<file path="config.mk">
export PLATFORM = sky130hd
export DESIGN_NAME = rpb_param_bank
export DESIGN_NICKNAME = d
export VERILOG_FILES = /design/src/shared/rpb_pkg.sv /design/src/hw/rpb_event_store.sv /design/src/hw/rpb_param_bank.sv
export VERILOG_INCLUDE_DIRS = /design/src /design/src/shared
export SDC_FILE = /design/constraint.sdc
export NUM_CORES = 2
export LEC_CHECK = 0
export BUFFER_PORTS_ARGS = -buffer_cell sky130_fd_sc_hd__buf_2
export CORE_ASPECT_RATIO = 0.9
export CORE_MARGIN = 3
export CORE_UTILIZATION = 57
export DETAILED_ROUTE_END_ITERATION = 8
export GPL_ROUTABILITY_DRIVEN = 0
export HOLD_SLACK_MARGIN = 0.1
export PLACE_DENSITY = 0.79
export RECOVER_POWER = 50
export SETUP_SLACK_MARGIN = 0.1
export SLEW_MARGIN = 0
export SYNTH_ARGS = -nofsm -noshare
export SYNTH_HDL_FRONTEND = slang
export SYNTH_SLANG_ARGS = --single-unit
</file>
<file path="constraint.sdc">
create_clock -name CLOCK_I -period 7 [get_ports CLOCK_I]
set_input_delay 1.75 -clock CLOCK_I [delete_from_list [all_inputs] [get_ports CLOCK_I]]
set_output_delay 1.75 -clock CLOCK_I [all_outputs]
set_load 0.02 [all_outputs]
</file>
<file path="src/shared/rpb_map.svh">
// Address map, field values and timing figures of the relay parameter bank.
// Assumes inclusion by its bare name from the package and the design files.
`ifndef RPB_MAP_SVH
`define RPB_MAP_SVH
`define RPB_A_RECENT 8'h00
`define RPB_A_START0 8'h01
`define RPB_A_TRIP_LO 8'h06
`define RPB_A_TRIP_HI 8'h07
`define RPB_A_DISPLAY 8'h08
`define RPB_A_PEAK 8'h09
`define RPB_A_SET0 8'h0A
`define RPB_A_HIST_LO 8'h10
`define RPB_A_HIST_HI 8'h5F
`define RPB_A_IND_RST 8'h60
`define RPB_A_FULL_RST 8'h61
`define RPB_A_BANK 8'h62
`define RPB_A_MASK_OC 8'h63
`define RPB_A_MASK_RES 8'h64
`define RPB_A_MASK_OA 8'h65
`define RPB_A_MASK_OB 8'h66
`define RPB_A_PW_OPEN 8'h67
`define RPB_A_PW_CHG 8'h68
`define RPB_A_SUP 8'h69
`define RPB_A_FORMAT 8'h6A
`define RPB_A_FAULT 8'h6B
`define RPB_A_NODE 8'h6C
`define RPB_A_BAUD 8'h6D
`define RPB_A_VERSION 8'h6E
`define RPB_A_EV_CMD 8'h70
`define RPB_A_EV_CNT 8'h71
`define RPB_A_EV_LO 8'h72
`define RPB_A_EV_HI 8'h7B
`define RPB_A_STATE 8'h7C
`define RPB_A_TIME 8'h7D
`define RPB_STAGES 5
`define RPB_SLOTS 5
`define RPB_FIELDS 9
`define RPB_EV_DEPTH 65
`define RPB_EV_BATCH 5
`define RPB_CMD_ONE 16'h0001
`define RPB_CMD_REREAD 16'h0002
`define RPB_FORMAT_KEY 16'h0002
`define RPB_OFF_VALUE 16'h03E7
`define RPB_PW_MAX 16'h03E7
`define RPB_PW_RST 10'h001
`define RPB_NODE_MAX 16'h00FE
`define RPB_NODE_RST 8'h01
`define RPB_BAUD_RST 1'b1
`define RPB_MASK_WIDE_MAX 16'h1000
`define RPB_MASK_OA_MAX 16'h00FF
`define RPB_MASK_OB_MAX 16'h03FF
`define RPB_MASK_WIDE_BITS 4'hD
`define RPB_MASK_OA_BITS 4'h8
`define RPB_MASK_OB_BITS 4'hA
`define RPB_BAUD_LO_W 16'h0030
`define RPB_BAUD_HI_W 16'h0060
`define RPB_BAUD_LO_R 16'h12C0
`define RPB_BAUD_HI_R 16'h2580
`define RPB_VERSION 16'h0074
`define RPB_TIME_WRAP 16'hEA5F
`define RPB_ST_NORMAL 16'h0000
`define RPB_ST_AUTORST 16'h0001
`define RPB_ST_OVERFLOW 16'h0002
`define RPB_CLK_PERIOD_NS 25
`define RPB_MS_NS 1000000
`define RPB_WINDOW_MIN 15
`define RPB_MS_PER_MIN 60000
`endif

</file>
<file path="src/shared/rpb_pkg.sv">
// Types shared by the relay parameter bank and its event store.
// Assumes the map header sits beside it on the include path.
`include "rpb_map.svh"
package rpb_pkg;
  typedef logic [`RPB_FIELDS-1:0][15:0] rpb_rec_t;
  typedef logic [`RPB_STAGES-1:0][15:0] rpb_settings_t;
  typedef struct packed {
    logic [15:0] stamp;
    logic [7:0] channel;
    logic [7:0] code;
  } rpb_evt_t;
endpackage : rpb_pkg

</file>
<file path="src/hw/rpb_event_store.sv">
// Event store: up to 65 time-stamped events, taken out in batches of up to five.
// Assumes take pulses come from the register side; batch data valid a cycle later.
`timescale 1ns/1ps
`default_nettype none
module rpb_event_store
  import rpb_pkg::*;
(
  input wire logic clk_i,
  input wire logic rstn_i,
  input wire logic push_i,
  input wire rpb_evt_t push_data_i,
  input wire logic take_i,
  input wire logic [2:0] rd_idx_i,
  output rpb_evt_t rd_data_o,
  output logic [2:0] batch_o,
  output logic overflow_o
);
  typedef struct packed {
    logic [6:0] head;
    logic [6:0] count;
    logic [6:0] bbase;
    logic [2:0] bn;
    logic ovf;
  } rpb_es_state_t;

  rpb_es_state_t r, nxt;
  rpb_evt_t mem [0:`RPB_EV_DEPTH-1];
  logic [6:0] tail;
  logic room;

  function automatic logic [6:0] wrap_add(input logic [6:0] a, input logic [6:0] b);
    logic [7:0] s;
    s = {1'b0, a} + {1'b0, b};
    if (s >= 8'(`RPB_EV_DEPTH))
      s = s - 8'(`RPB_EV_DEPTH);
    return s[6:0];
  endfunction : wrap_add

  // The last batch keeps its slots until the next take so a reread stays intact
  assign room = ({1'b0, r.count} + {5'h00, r.bn}) < 8'(`RPB_EV_DEPTH);
  assign tail = wrap_add(r.head, r.count);

  always_comb begin
    logic [2:0] n;
    n = 3'h0;
    nxt = r;
    nxt.ovf = 1'b0;
    if (take_i) begin
      n = (r.count >= 7'(`RPB_EV_BATCH)) ? 3'(`RPB_EV_BATCH) : r.count[2:0];
      nxt.bbase = r.head;
      nxt.bn = n;
      nxt.head = wrap_add(r.head, {4'h0, n});
    end
    nxt.count = r.count - {4'h0, n};
    if (push_i && room)
      nxt.count = nxt.count + 7'h01;
    if (push_i && !room)
      nxt.ovf = 1'b1;
  end

  always_ff @(posedge clk_i or negedge rstn_i) begin
    if (!rstn_i)
      r <= '0;
    else
      r <= nxt;
  end

  always_ff @(posedge clk_i) begin
    if (push_i && room)
      mem[tail] <= push_data_i;
  end

  assign rd_data_o = mem[wrap_add(r.bbase, {4'h0, rd_idx_i})];
  assign batch_o = r.bn;
  assign overflow_o = r.ovf;
endmodule : rpb_event_store
`default_nettype wire

</file>
<file path="src/hw/rpb_param_bank.sv">
// Serially addressed parameter bank of an overcurrent and earth-fault relay module.
// Assumes a decoded register port from the link controller, one access per strobe,
// read data valid only in the cycle after the read strobe.
// Operation
// - Stage out of function reads 999 setting
// - Max demand over last 15 minute window
// - Five read-only 8-bit stage start counters
// - Trip cause byte, one weight per stage/phase
// - Readable display operation indication code
// - Keep five recorded current and duration sets
// - Newest in slot n, older shift out
// - Indicator reset clears indicators, releases relay
// - Full reset also clears recorded registers
// - Bank selector: 0 main, 1 second settings
// - Four writable event masks with ranges
// - Password change write replaces password
// - Supervision force lights internal fault indicator
// - Node address 1..254, answer only matching
// - Event read returns time, channel, code
// - Event reread returns previous batch again
// - Module state reads 0, 1 or 2
// - Writing module state clears to normal
// - Millisecond time wraps after 59.999 s
// - Event store holds 65, overflow flagged
// - Each read takes up to five events
`timescale 1ns/1ps
`default_nettype none
`include "rpb_map.svh"
module rpb_param_bank
  import rpb_pkg::*;
#(
  parameter int MS_CYCLES = `RPB_MS_NS / `RPB_CLK_PERIOD_NS,
  parameter int WINDOW_MS = `RPB_WINDOW_MIN * `RPB_MS_PER_MIN
)
(
  // Clock and reset
  input wire logic CLOCK_I,
  input wire logic RESETN_I,
  // Register port
  input wire logic [7:0] BUS_NODE_I,
  input wire logic [7:0] ADDR_I,
  input wire logic [15:0] WDATA_I,
  input wire logic WR_I,
  input wire logic RD_I,
  output logic [15:0] RDATA_O,
  // Measurements and protection status
  input wire logic [15:0] DEMAND_I,
  input wire logic [`RPB_STAGES-1:0] START_I,
  input wire logic [7:0] TRIP_LO_I,
  input wire logic [2:0] TRIP_HI_I,
  input wire logic [3:0] DISPLAY_CODE_I,
  input wire rpb_settings_t STAGE_SETTING_I,
  input wire logic [`RPB_STAGES-1:0] STAGE_OFF_I,
  input wire logic RECORD_I,
  input wire rpb_rec_t RECORD_DATA_I,
  input wire logic [7:0] FAULT_CODE_I,
  input wire logic AUTO_RESET_I,
  // Events
  input wire logic EVENT_I,
  input wire logic [1:0] EVENT_CHANNEL_I,
  input wire logic [3:0] EVENT_BIT_I,
  // Control outputs
  output logic SETTING_BANK_O,
  output logic INDICATOR_RESET_O,
  output logic INTERNAL_FAULT_INDICATOR_O,
  output logic FORMAT_O,
  output logic [7:0] LINK_NODE_ADDRESS_O,
  output logic LINK_BAUD_9600_O
);
  typedef struct packed {
    logic [15:0] rdata;
    logic [15:0] ms_div;
    logic [19:0] win_cnt;
    logic [15:0] win_max;
    logic [15:0] recent;
    logic [15:0] peak;
    logic [`RPB_STAGES-1:0][7:0] starts;
    logic [7:0] trip_lo;
    logic [2:0] trip_hi;
    logic [`RPB_SLOTS-1:0][`RPB_FIELDS*16-1:0] hist;
    logic bank;
    logic [12:0] mask_oc;
    logic [12:0] mask_res;
    logic [7:0] mask_oa;
    logic [9:0] mask_ob;
    logic [9:0] pw;
    logic pw_open;
    logic internal_fault_indicator;
    logic fmt;
    logic ind_rst;
    logic [7:0] node;
    logic baud_hi;
    logic auto_rst;
    logic ovf;
    logic [15:0] time_ms;
  } rpb_state_t;

  rpb_state_t r, nxt;
  logic acc_ok, wr, rd, ms_tick, win_end, full_rst, ev_take, ev_push, ev_ovf, ev_hit;
  logic [2:0] ev_batch;
  logic [3:0] slot;
  rpb_evt_t ev_rd, ev_new;
  logic [15:0] rd_val;

  rpb_event_store u_events (
    .clk_i(CLOCK_I),
    .rstn_i(RESETN_I),
    .push_i(ev_push),
    .push_data_i(ev_new),
    .take_i(ev_take),
    .rd_idx_i(3'(((ADDR_I - `RPB_A_EV_LO) >> 1))),
    .rd_data_o(ev_rd),
    .batch_o(ev_batch),
    .overflow_o(ev_ovf)
  );

  // Frames for another node are dropped without any effect
  assign acc_ok = (BUS_NODE_I == r.node);
  assign wr = WR_I && acc_ok;
  assign rd = RD_I && acc_ok;
  assign ms_tick = (r.ms_div == 16'(MS_CYCLES - 1));
  assign win_end = ms_tick && (r.win_cnt == 20'(WINDOW_MS - 1));
  assign full_rst = wr && (ADDR_I == `RPB_A_FULL_RST) && (WDATA_I == `RPB_CMD_ONE);
  assign ev_take = wr && (ADDR_I == `RPB_A_EV_CMD) && (WDATA_I == `RPB_CMD_ONE);
  assign slot = ADDR_I[7:4] - 4'h1;

  // Masks select which event bits reach the store
  always_comb begin
    case (EVENT_CHANNEL_I)
      2'h0: ev_hit = (EVENT_BIT_I < `RPB_MASK_WIDE_BITS) && r.mask_oc[EVENT_BIT_I];
      2'h1: ev_hit = (EVENT_BIT_I < `RPB_MASK_WIDE_BITS) && r.mask_res[EVENT_BIT_I];
      2'h2: ev_hit = (EVENT_BIT_I < `RPB_MASK_OA_BITS) && r.mask_oa[EVENT_BIT_I[2:0]];
      default: ev_hit = (EVENT_BIT_I < `RPB_MASK_OB_BITS) && r.mask_ob[EVENT_BIT_I];
    endcase
  end
  assign ev_push = EVENT_I && ev_hit;
  assign ev_new = '{stamp: r.time_ms, channel: {6'h00, EVENT_CHANNEL_I} + 8'h01,
                    code: {4'h0, EVENT_BIT_I}};

  // Read multiplexer
  always_comb begin
    rd_val = 16'h0000;
    if (ADDR_I == `RPB_A_RECENT) begin
      rd_val = r.recent;
    end else if (ADDR_I >= `RPB_A_START0 && ADDR_I < `RPB_A_TRIP_LO) begin
      rd_val = {8'h00, r.starts[3'(ADDR_I - `RPB_A_START0)]};
    end else if (ADDR_I == `RPB_A_TRIP_LO) begin
      rd_val = {8'h00, r.trip_lo};
    end else if (ADDR_I == `RPB_A_TRIP_HI) begin
      rd_val = {13'h0000, r.trip_hi};
    end else if (ADDR_I == `RPB_A_DISPLAY) begin
      rd_val = {12'h000, DISPLAY_CODE_I};
    end else if (ADDR_I == `RPB_A_PEAK) begin
      rd_val = r.peak;
    end else if (ADDR_I >= `RPB_A_SET0 && ADDR_I < `RPB_A_SET0 + 8'(`RPB_STAGES)) begin
      rd_val = STAGE_OFF_I[3'(ADDR_I - `RPB_A_SET0)] ? `RPB_OFF_VALUE
               : STAGE_SETTING_I[3'(ADDR_I - `RPB_A_SET0)];
    end else if (ADDR_I >= `RPB_A_HIST_LO && ADDR_I <= `RPB_A_HIST_HI) begin
      if (ADDR_I[3:0] < 4'(`RPB_FIELDS))
        rd_val = r.hist[3'(slot)][ADDR_I[3:0]*16 +: 16];
    end else if (ADDR_I == `RPB_A_BANK) begin
      rd_val = {15'h0000, r.bank};
    end else if (ADDR_I == `RPB_A_MASK_OC) begin
      rd_val = {3'h0, r.mask_oc};
    end else if (ADDR_I == `RPB_A_MASK_RES) begin
      rd_val = {3'h0, r.mask_res};
    end else if (ADDR_I == `RPB_A_MASK_OA) begin
      rd_val = {8'h00, r.mask_oa};
    end else if (ADDR_I == `RPB_A_MASK_OB) begin
      rd_val = {6'h00, r.mask_ob};
    end else if (ADDR_I == `RPB_A_FAULT) begin
      rd_val = {8'h00, FAULT_CODE_I};
    end else if (ADDR_I == `RPB_A_NODE) begin
      rd_val = {8'h00, r.node};
    end else if (ADDR_I == `RPB_A_BAUD) begin
      rd_val = r.baud_hi ? `RPB_BAUD_HI_R : `RPB_BAUD_LO_R;
    end else if (ADDR_I == `RPB_A_VERSION) begin
      rd_val = `RPB_VERSION;
    end else if (ADDR_I == `RPB_A_EV_CNT) begin
      rd_val = {13'h0000, ev_batch};
    end else if (ADDR_I >= `RPB_A_EV_LO && ADDR_I <= `RPB_A_EV_HI) begin
      if (3'(((ADDR_I - `RPB_A_EV_LO) >> 1)) < ev_batch)
        rd_val = ADDR_I[0] ? {ev_rd.channel, ev_rd.code} : ev_rd.stamp;
    end else if (ADDR_I == `RPB_A_STATE) begin
      rd_val = r.ovf ? `RPB_ST_OVERFLOW : (r.auto_rst ? `RPB_ST_AUTORST : `RPB_ST_NORMAL);
    end else if (ADDR_I == `RPB_A_TIME) begin
      rd_val = r.time_ms;
    end
  end

  always_comb begin
    nxt = r;
    nxt.fmt = 1'b0;
    nxt.ind_rst = 1'b0;
    nxt.rdata = rd ? rd_val : 16'h0000;
    // Divider and demand window
    nxt.ms_div = ms_tick ? 16'h0000 : r.ms_div + 16'h0001;
    if (ms_tick) begin
      nxt.time_ms = (r.time_ms == `RPB_TIME_WRAP) ? 16'h0000 : r.time_ms + 16'h0001;
      nxt.win_cnt = win_end ? 20'h00000 : r.win_cnt + 20'h00001;
      if (DEMAND_I > r.win_max)
        nxt.win_max = DEMAND_I;
    end
    if (win_end) begin
      nxt.recent = (DEMAND_I > r.win_max) ? DEMAND_I : r.win_max;
      nxt.win_max = 16'h0000;
      if (nxt.recent > r.peak)
        nxt.peak = nxt.recent;
    end
    // Recordings from the protection side
    for (int k = 0; k < `RPB_STAGES; k++) begin
      if (START_I[k])
        nxt.starts[k] = r.starts[k] + 8'h01;
    end
    nxt.trip_lo = r.trip_lo | TRIP_LO_I;
    nxt.trip_hi = r.trip_hi | TRIP_HI_I;
    if (RECORD_I) begin
      nxt.hist[0] = RECORD_DATA_I;
      for (int k = 1; k < `RPB_SLOTS; k++)
        nxt.hist[k] = r.hist[k-1];
    end
    // Clearing wins over everything of the same cycle except fresh trip flags
    if (full_rst) begin
      nxt.starts = '0;
      nxt.trip_lo = TRIP_LO_I;
      nxt.trip_hi = TRIP_HI_I;
      nxt.hist = '0;
      nxt.recent = 16'h0000;
      nxt.peak = 16'h0000;
      nxt.win_max = 16'h0000;
      nxt.ind_rst = 1'b1;
    end
    if (wr) begin
      if (ADDR_I == `RPB_A_IND_RST && WDATA_I == `RPB_CMD_ONE) begin
        nxt.ind_rst = 1'b1;
      end else if (ADDR_I == `RPB_A_BANK && WDATA_I <= `RPB_CMD_ONE) begin
        nxt.bank = WDATA_I[0];
      end else if (ADDR_I == `RPB_A_MASK_OC && WDATA_I <= `RPB_MASK_WIDE_MAX) begin
        nxt.mask_oc = WDATA_I[12:0];
      end else if (ADDR_I == `RPB_A_MASK_RES && WDATA_I <= `RPB_MASK_WIDE_MAX) begin
        nxt.mask_res = WDATA_I[12:0];
      end else if (ADDR_I == `RPB_A_MASK_OA && WDATA_I <= `RPB_MASK_OA_MAX) begin
        nxt.mask_oa = WDATA_I[7:0];
      end else if (ADDR_I == `RPB_A_MASK_OB && WDATA_I <= `RPB_MASK_OB_MAX) begin
        nxt.mask_ob = WDATA_I[9:0];
      end else if (ADDR_I == `RPB_A_PW_OPEN) begin
        if (WDATA_I == {6'h00, r.pw} && WDATA_I != 16'h0000)
          nxt.pw_open = 1'b1;
      end else if (ADDR_I == `RPB_A_PW_CHG) begin
        if (r.pw_open && WDATA_I <= `RPB_PW_MAX) begin
          nxt.pw = WDATA_I[9:0];
          nxt.pw_open = 1'b0;
        end
      end else if (ADDR_I == `RPB_A_SUP && WDATA_I == `RPB_CMD_ONE) begin
        nxt.internal_fault_indicator = 1'b1;
      end else if (ADDR_I == `RPB_A_FORMAT) begin
        nxt.fmt = r.pw_open && (WDATA_I == `RPB_FORMAT_KEY);
      end else if (ADDR_I == `RPB_A_NODE) begin
        if (WDATA_I != 16'h0000 && WDATA_I <= `RPB_NODE_MAX)
          nxt.node = WDATA_I[7:0];
      end else if (ADDR_I == `RPB_A_BAUD) begin
        if (WDATA_I == `RPB_BAUD_LO_W)
          nxt.baud_hi = 1'b0;
        else if (WDATA_I == `RPB_BAUD_HI_W)
          nxt.baud_hi = 1'b1;
      end else if (ADDR_I == `RPB_A_STATE) begin
        nxt.auto_rst = 1'b0;
        nxt.ovf = 1'b0;
      end else if (ADDR_I == `RPB_A_TIME && WDATA_I <= `RPB_TIME_WRAP) begin
        nxt.time_ms = WDATA_I;
      end
    end
    // A condition arriving with the clear must survive it
    if (AUTO_RESET_I)
      nxt.auto_rst = 1'b1;
    if (ev_ovf)
      nxt.ovf = 1'b1;
  end

  always_ff @(posedge CLOCK_I or negedge RESETN_I) begin
    if (!RESETN_I) begin
      r <= '0;
      r.pw <= `RPB_PW_RST;
      r.node <= `RPB_NODE_RST;
      r.baud_hi <= `RPB_BAUD_RST;
    end else begin
      r <= nxt;
    end
  end

  assign RDATA_O = r.rdata;
  assign SETTING_BANK_O = r.bank;
  assign INDICATOR_RESET_O = r.ind_rst;
  assign INTERNAL_FAULT_INDICATOR_O = r.internal_fault_indicator;
  assign FORMAT_O = r.fmt;
  assign LINK_NODE_ADDRESS_O = r.node;
  assign LINK_BAUD_9600_O = r.baud_hi;
endmodule : rpb_param_bank
`default_nettype wire

</file>
* After elaboration in Yosys (flattened, before gate mapping)
Memories as Yosys holds them, arrays and structs flattened.
Cells that the tools add are included.
W data, S select, Z words.
** Word-level totals
- Input port bits :: 318
- Register bits after elaboration :: 982
- Memories kept :: 1
- RAM bits :: 1495
** Memory list
- u_events.mem :: words 65, width 23, rd ports 1, clocked after Yosys merged registers in 0, write ports 1, line rpb_event_store.sv:27 : rpb_evt_t mem [0:`RPB_EV_DEPTH-1];
** Operators by class
- Equality and inequality tests :: 59
- Shifts and indexed selects :: 1
- Order comparisons :: 32
- Bitwise gates (word level) :: 13
- Mux-type cells :: 109
- Add/sub/neg operators :: 22
- Reduce and logical (&&, ||, !) cells :: 63
** Operators by type and width (count)
- $mux W819 :: 1
- $mux W720 :: 1
- $mux W16 :: 35
- $bmux W144 S3 :: 1
- $mux W27 :: 10
- $eq A8 B7 Y1 const B :: 19
- $mux W144 :: 1
- $shiftx A144 B9 Y16 :: 1
- $mux W8 :: 8
- $bmux W16 S3 :: 1
- $mux W48 :: 1
- $reduce_and A14 Y1 :: 3
- $add A8 B1 Y8 const B :: 5
- $add A16 B1 Y16 const B :: 2
- $eq A16 B16 Y1 const B :: 2
- $ge A8 B7 Y1 const B :: 4
- $gt A16 B16 Y1 :: 2
- $le A16 B10 Y1 const B :: 2
- $le A16 B8 Y1 const B :: 2
- $logic_and A1 B1 Y1 :: 30
- $mux W1 :: 30
- $reduce_and A10 Y1 :: 3
- $reduce_bool A2 Y1 :: 15
- $mux W29 :: 1
- 64 further kinds :: 119

* Logic depth before layout (Yosys ltp)
An unclocked memory read counts as a cell.
- Word-level depth :: 27
- Mapped depth :: 29
- Gate-level depth less buffers :: 27

* Modules after synthesis
A second synthesis with hierarchy kept.
** Unflattened totals
- Cell total of the unflattened synthesis :: 10522
- Area, all modules :: 138409.0 um2
** By module, submodules not included
- rpb_event_store :: area an instance 88484.9 um2, seq. area each 63085.5 um2, cells an instance 6138, instances 1
- rpb_param_bank :: area an instance 49924.1 um2, seq. area each 23951.7 um2, cells an instance 4384, instances 1

* Worst setup path after synthesis
OpenSTA, ideal clock, no wires.
- Kind :: input-to-reg
- Start point :: input port ADDR_I[2]
- End point :: register r, in the netlist RDATA_O[15]
- Library setup time :: 0.096 ns
- Arrival time :: 7.525 ns
- Buffers on the path :: 8
- Cell stages on the path :: 21
- Path slack :: -0.621 ns
- Cell sequence :: buf_1 > inv_2 > buf_1 > buf_1 > ha_1 > inv_1 > fa_1 > clkbuf_1 > clkbuf_1 > inv_1 > ha_1 > clkbuf_1 > clkbuf_1 > clkbuf_1 > mux2i_1 > mux4_2 > nor2_1 > o21ai_0 > a311oi_1 > a21oi_1 > o31ai_1
** RTL lines
- start, declared :: line rpb_param_bank.sv:41 : input wire logic [7:0] ADDR_I,
- end signal, assigned :: line rpb_param_bank.sv:287 : r <= nxt;
- end, declared :: line rpb_param_bank.sv:98 : rpb_state_t r, nxt;

==> impl_metrics.tcl <==
set metrics [dict create \
    numPortBuffers 346 \
    design_area_sq_um 126000 \
    hold_path_class "register to register" \
    grt_pass1_wl_mm 518 \
    netSwitchingPower_uw 9250 \
    p_sw_frac 0.267 \
    cts_setup_buffers 0 \
    overflow 0 \
    drc 2 \
    htree_levels 4 \
    cts.clk_slew.worst_paths_ns 0.07 \
    pre_cts_ws_ns -0.145 \
    io_pins 347 \
    setup_ws_ns 0.463 \
    seqPwrFrac 0.500 \
    skew_ns 0.0905 \
    synth_nets 8688 \
    gr-usage-met2 0.509 \
    avgViaCountPerCell 6.87 \
    hpwl_mm 231 \
    max_cap_viol_count 24 \
    antenna_found_initial 24 \
    fillers 13100 \
    maxSlewViolCount 1695 \
    syn_inst 8282 \
    vias 78900 \
    startpoint "ADDR_I[1]" \
    clock-sinks 2477 \
    grt.total_usage 0.350 \
    fin_setup_tns_ns 0 \
    grt_pass1_vias 76700 \
    cpLargestDelayFamily "compound AO/OA/AOI/OAI gates" \
    start_kind "input pin" \
    worstPathArrival_ns 7.30 \
    crit_top_cell "buf_4" \
    worstSetupPathType "input pin to register" \
    clockPowerShare 0.366 \
    cts_tree "yes" \
    initial_utilization 0.577 \
    root_buffer "clkbuf_16" \
    mostFrequentLayoutCells "edfxtp_1 (1495), nor2_1 (995), mux2i_1 (974), dfrtp_1 (964), nand2_1 (890)" \
    ctsHoldBuffers 0 \
    grt_util_met1 0.468 \
    worstSkewPairLatency_ns 0.90 \
    die_h_microns 427 \
    cts_max_path_buffers 3 \
    use_met3 0.116 \
    hold_start "r[807]" \
    final_core_util 0.650 \
    rows 153 \
    synth_area_sq_um 112000 \
    violations "design-rule violations, max-capacitance violations, max-slew violations" \
    synth-edff-count 1495 \
    ys_warn_count 0 \
    first_pass_iters 9 \
    layout.nets 9122 \
    setup_viol 0 \
    yosysSeqAreaShare 0.620 \
    p_per_area_nw_per_um2 274 \
    worst-path-buf-inv 4 \
    hold_violations 0 \
    worstReg2RegStart "ev_new[18]" \
    worstPathRequired_ns 7.76 \
    grt_max_degree 146 \
    cp_max_fo 12 \
    cts_buffers 228 \
    drt_iter0_markers 13400 \
    run_status "finished, violations left" \
    die_area_sq_um 202000 \
    fp.dieW_microns 473 \
    crit_chain "buf_4 > inv_2 > buf_4 > ha_1 > xor2_1 > ha_1 > a211o_1 > a211oi_1 > o221a_1 > buf_4 > a211oi_2 > xnor2_4 > nor2_2 > nand2_1 > o21ai_0 > nor3_1 > a32oi_1 > o211ai_1 > o221a_2" \
    fmax_ghz 0.153 \
    drive_above_1_share 0.191 \
    final_common_cell "edfxtp_1" \
    gr-max-usage-layer "met2" \
    slew_headroom -2.51 \
    async_flop_share 0.396 \
    rsz0062_at_grt "false" \
    syn2layout_area_growth_pct 12.7 \
    intPower_uw 25400 \
    end_kind "register" \
    timing.final.crit_share 0.934 \
    period_needed_ns 6.54 \
    placedInstanceArea_sq_um 119000 \
    ir_drop_mv 0.282 \
    ant_nets 0 \
    dominantRegCellSynth "edfxtp_1" \
    leakage_uw 0.0468 \
    wire_per_inst_microns 31.0 \
    cp_slowest_cell "nor2_2" \
    max_stage_delay_ns 0.71 \
    synth_seq_cells 2477 \
    syn_avg_cell_area_sq_um 13.5 \
    synth.distinct_cells 96 \
    p_comb_frac 0.134 \
    core_region_area_sq_um 194000 \
    routed_wl_mm 356 \
    cts_resized 0 \
    tightest_slew_ns 5.27 \
]
==> worst reg2reg max path, delay by kind of cell, from the launching register on <==
family | cells | cell delay, ns
buffers and inverters | 1 | 2.94
AND/OR/NAND/NOR | 6 | 1.70
flip-flops | 1 | 0.34
XOR/XNOR | 1 | 0.29
AO/OA/AOI/OAI | 1 | 0.26
==> Yosys cell counts, drive strengths merged (23+ instances only) <==
master	count	area share
a211oi	67	0.0046
a21o	32	0.0022
a21oi	156	0.0071
a221oi	26	0.0020
a22oi	46	0.0031
a311oi	33	0.0026
a31oi	65	0.0036
and3	68	0.0038
buf	220	0.012
clkbuf	339	0.011
dfrtp	979	0.22
edfxtp	1495	0.40
ha	83	0.0093
inv	82	0.0027
mux2	76	0.0077
mux2i	976	0.087
mux4	434	0.087
nand2	890	0.030
nand3	305	0.014
nand4	93	0.0052
nor2	1067	0.036
nor3	65	0.0029
nor4	23	0.0013
o211ai	23	0.0015
o21ai	134	0.0060
o22ai	39	0.0022
xnor2	71	0.0059
xor2	70	0.0055
==> state kept, by name, summed over array words and instances, names as in the netlist <==
signal and cells:
INDICATOR_RESET_O 1, u_events.overflow_o 1, RDATA_O 16, u_events.r 21, LINK_BAUD_9600_O 1, LINK_NODE_ADDRESS_O 8
ev_new 16, r 912, INTERNAL_FAULT_INDICATOR_O 1, u_events.mem 1495, SETTING_BANK_O 1, u_events.batch_o 3
FORMAT_O 1
==> logic make-up after synthesis <==
kind of cell               count (synthesis)  synth area share
and+or+nand+nor                         2631             0.100
AOI/OAI and AO/OA                        817            0.0503
adders and majority gates                 88            0.0102
DFF                                     2477             0.620
muxes                                   1486             0.182
buffers and inverters                    642            0.0260
xor gates and xnor gates                 141            0.0115
==> layer usage <==
layer | wire length, microns | part of all wire
met5 | 222 | 0.00062
met4 | 24400 | 0.069
met3 | 51600 | 0.15
met1 | 125000 | 0.35
met2 | 155000 | 0.44
==> final timing paths <==
| kind | to | slack (ns) | depth (start not counted) |
|---|---|---|---|
| hold reg to reg | r[807] | 0.48 | 1 |
| setup / recovery | RDATA_O[8] | 0.46 | 19 |
| min in group asynchronous | r[290] | 2.92 | 1 |
| setup reg to reg | ev_new[31] | 1.34 | 9 |
| hold / removal | r[807] | 0.48 | 1 |
| max in group asynchronous | r[564] | 1.07 | 1 |
==> power by group through the flow <==
| stage | logic [uW] | registers (uW) | clock network (uW) |
|---|---|---|---|
| 6_report | 4650 | 17300 | 12700 |
| 5_1_grt | 4980 | 17400 | 13300 |
| 3_3_place_gp | 4330 | 17500 | 0 |
| 2_1_floorplan | 3030 | 17200 | 0 |
| 3_5_place_dp | 4510 | 17500 | 0 |
| 4_1_cts | 4560 | 17300 | 12700 |
==> metrics by stage <==
step | power, uW | instances | hold WS (ns)
floorplan | 20200 | 8282 | 0.404
global placement | 21800 | 11000 | 0.465
detailed placement | 22000 | 11000 | 0.465
CTS | 34600 | 11500 | 0.480
global route | 35700 | 11500 | 0.510
finish | 34600 | 11500 | 0.480
==> layout make-up <==
class,count,area [sq um],area share
multi-input cells,5163,40000,0.317
repair buffers,763,5580,0.0442
diodes,20,50.0,0.000396
well taps,2557,3200,0.0253
inverters,83,312,0.00247
clock inverters,113,1330,0.0105
clock buffers,315,6270,0.0497
flip-flops and latches,2477,69500,0.550
No activity file was read; power rests on OpenSTA's default activity.
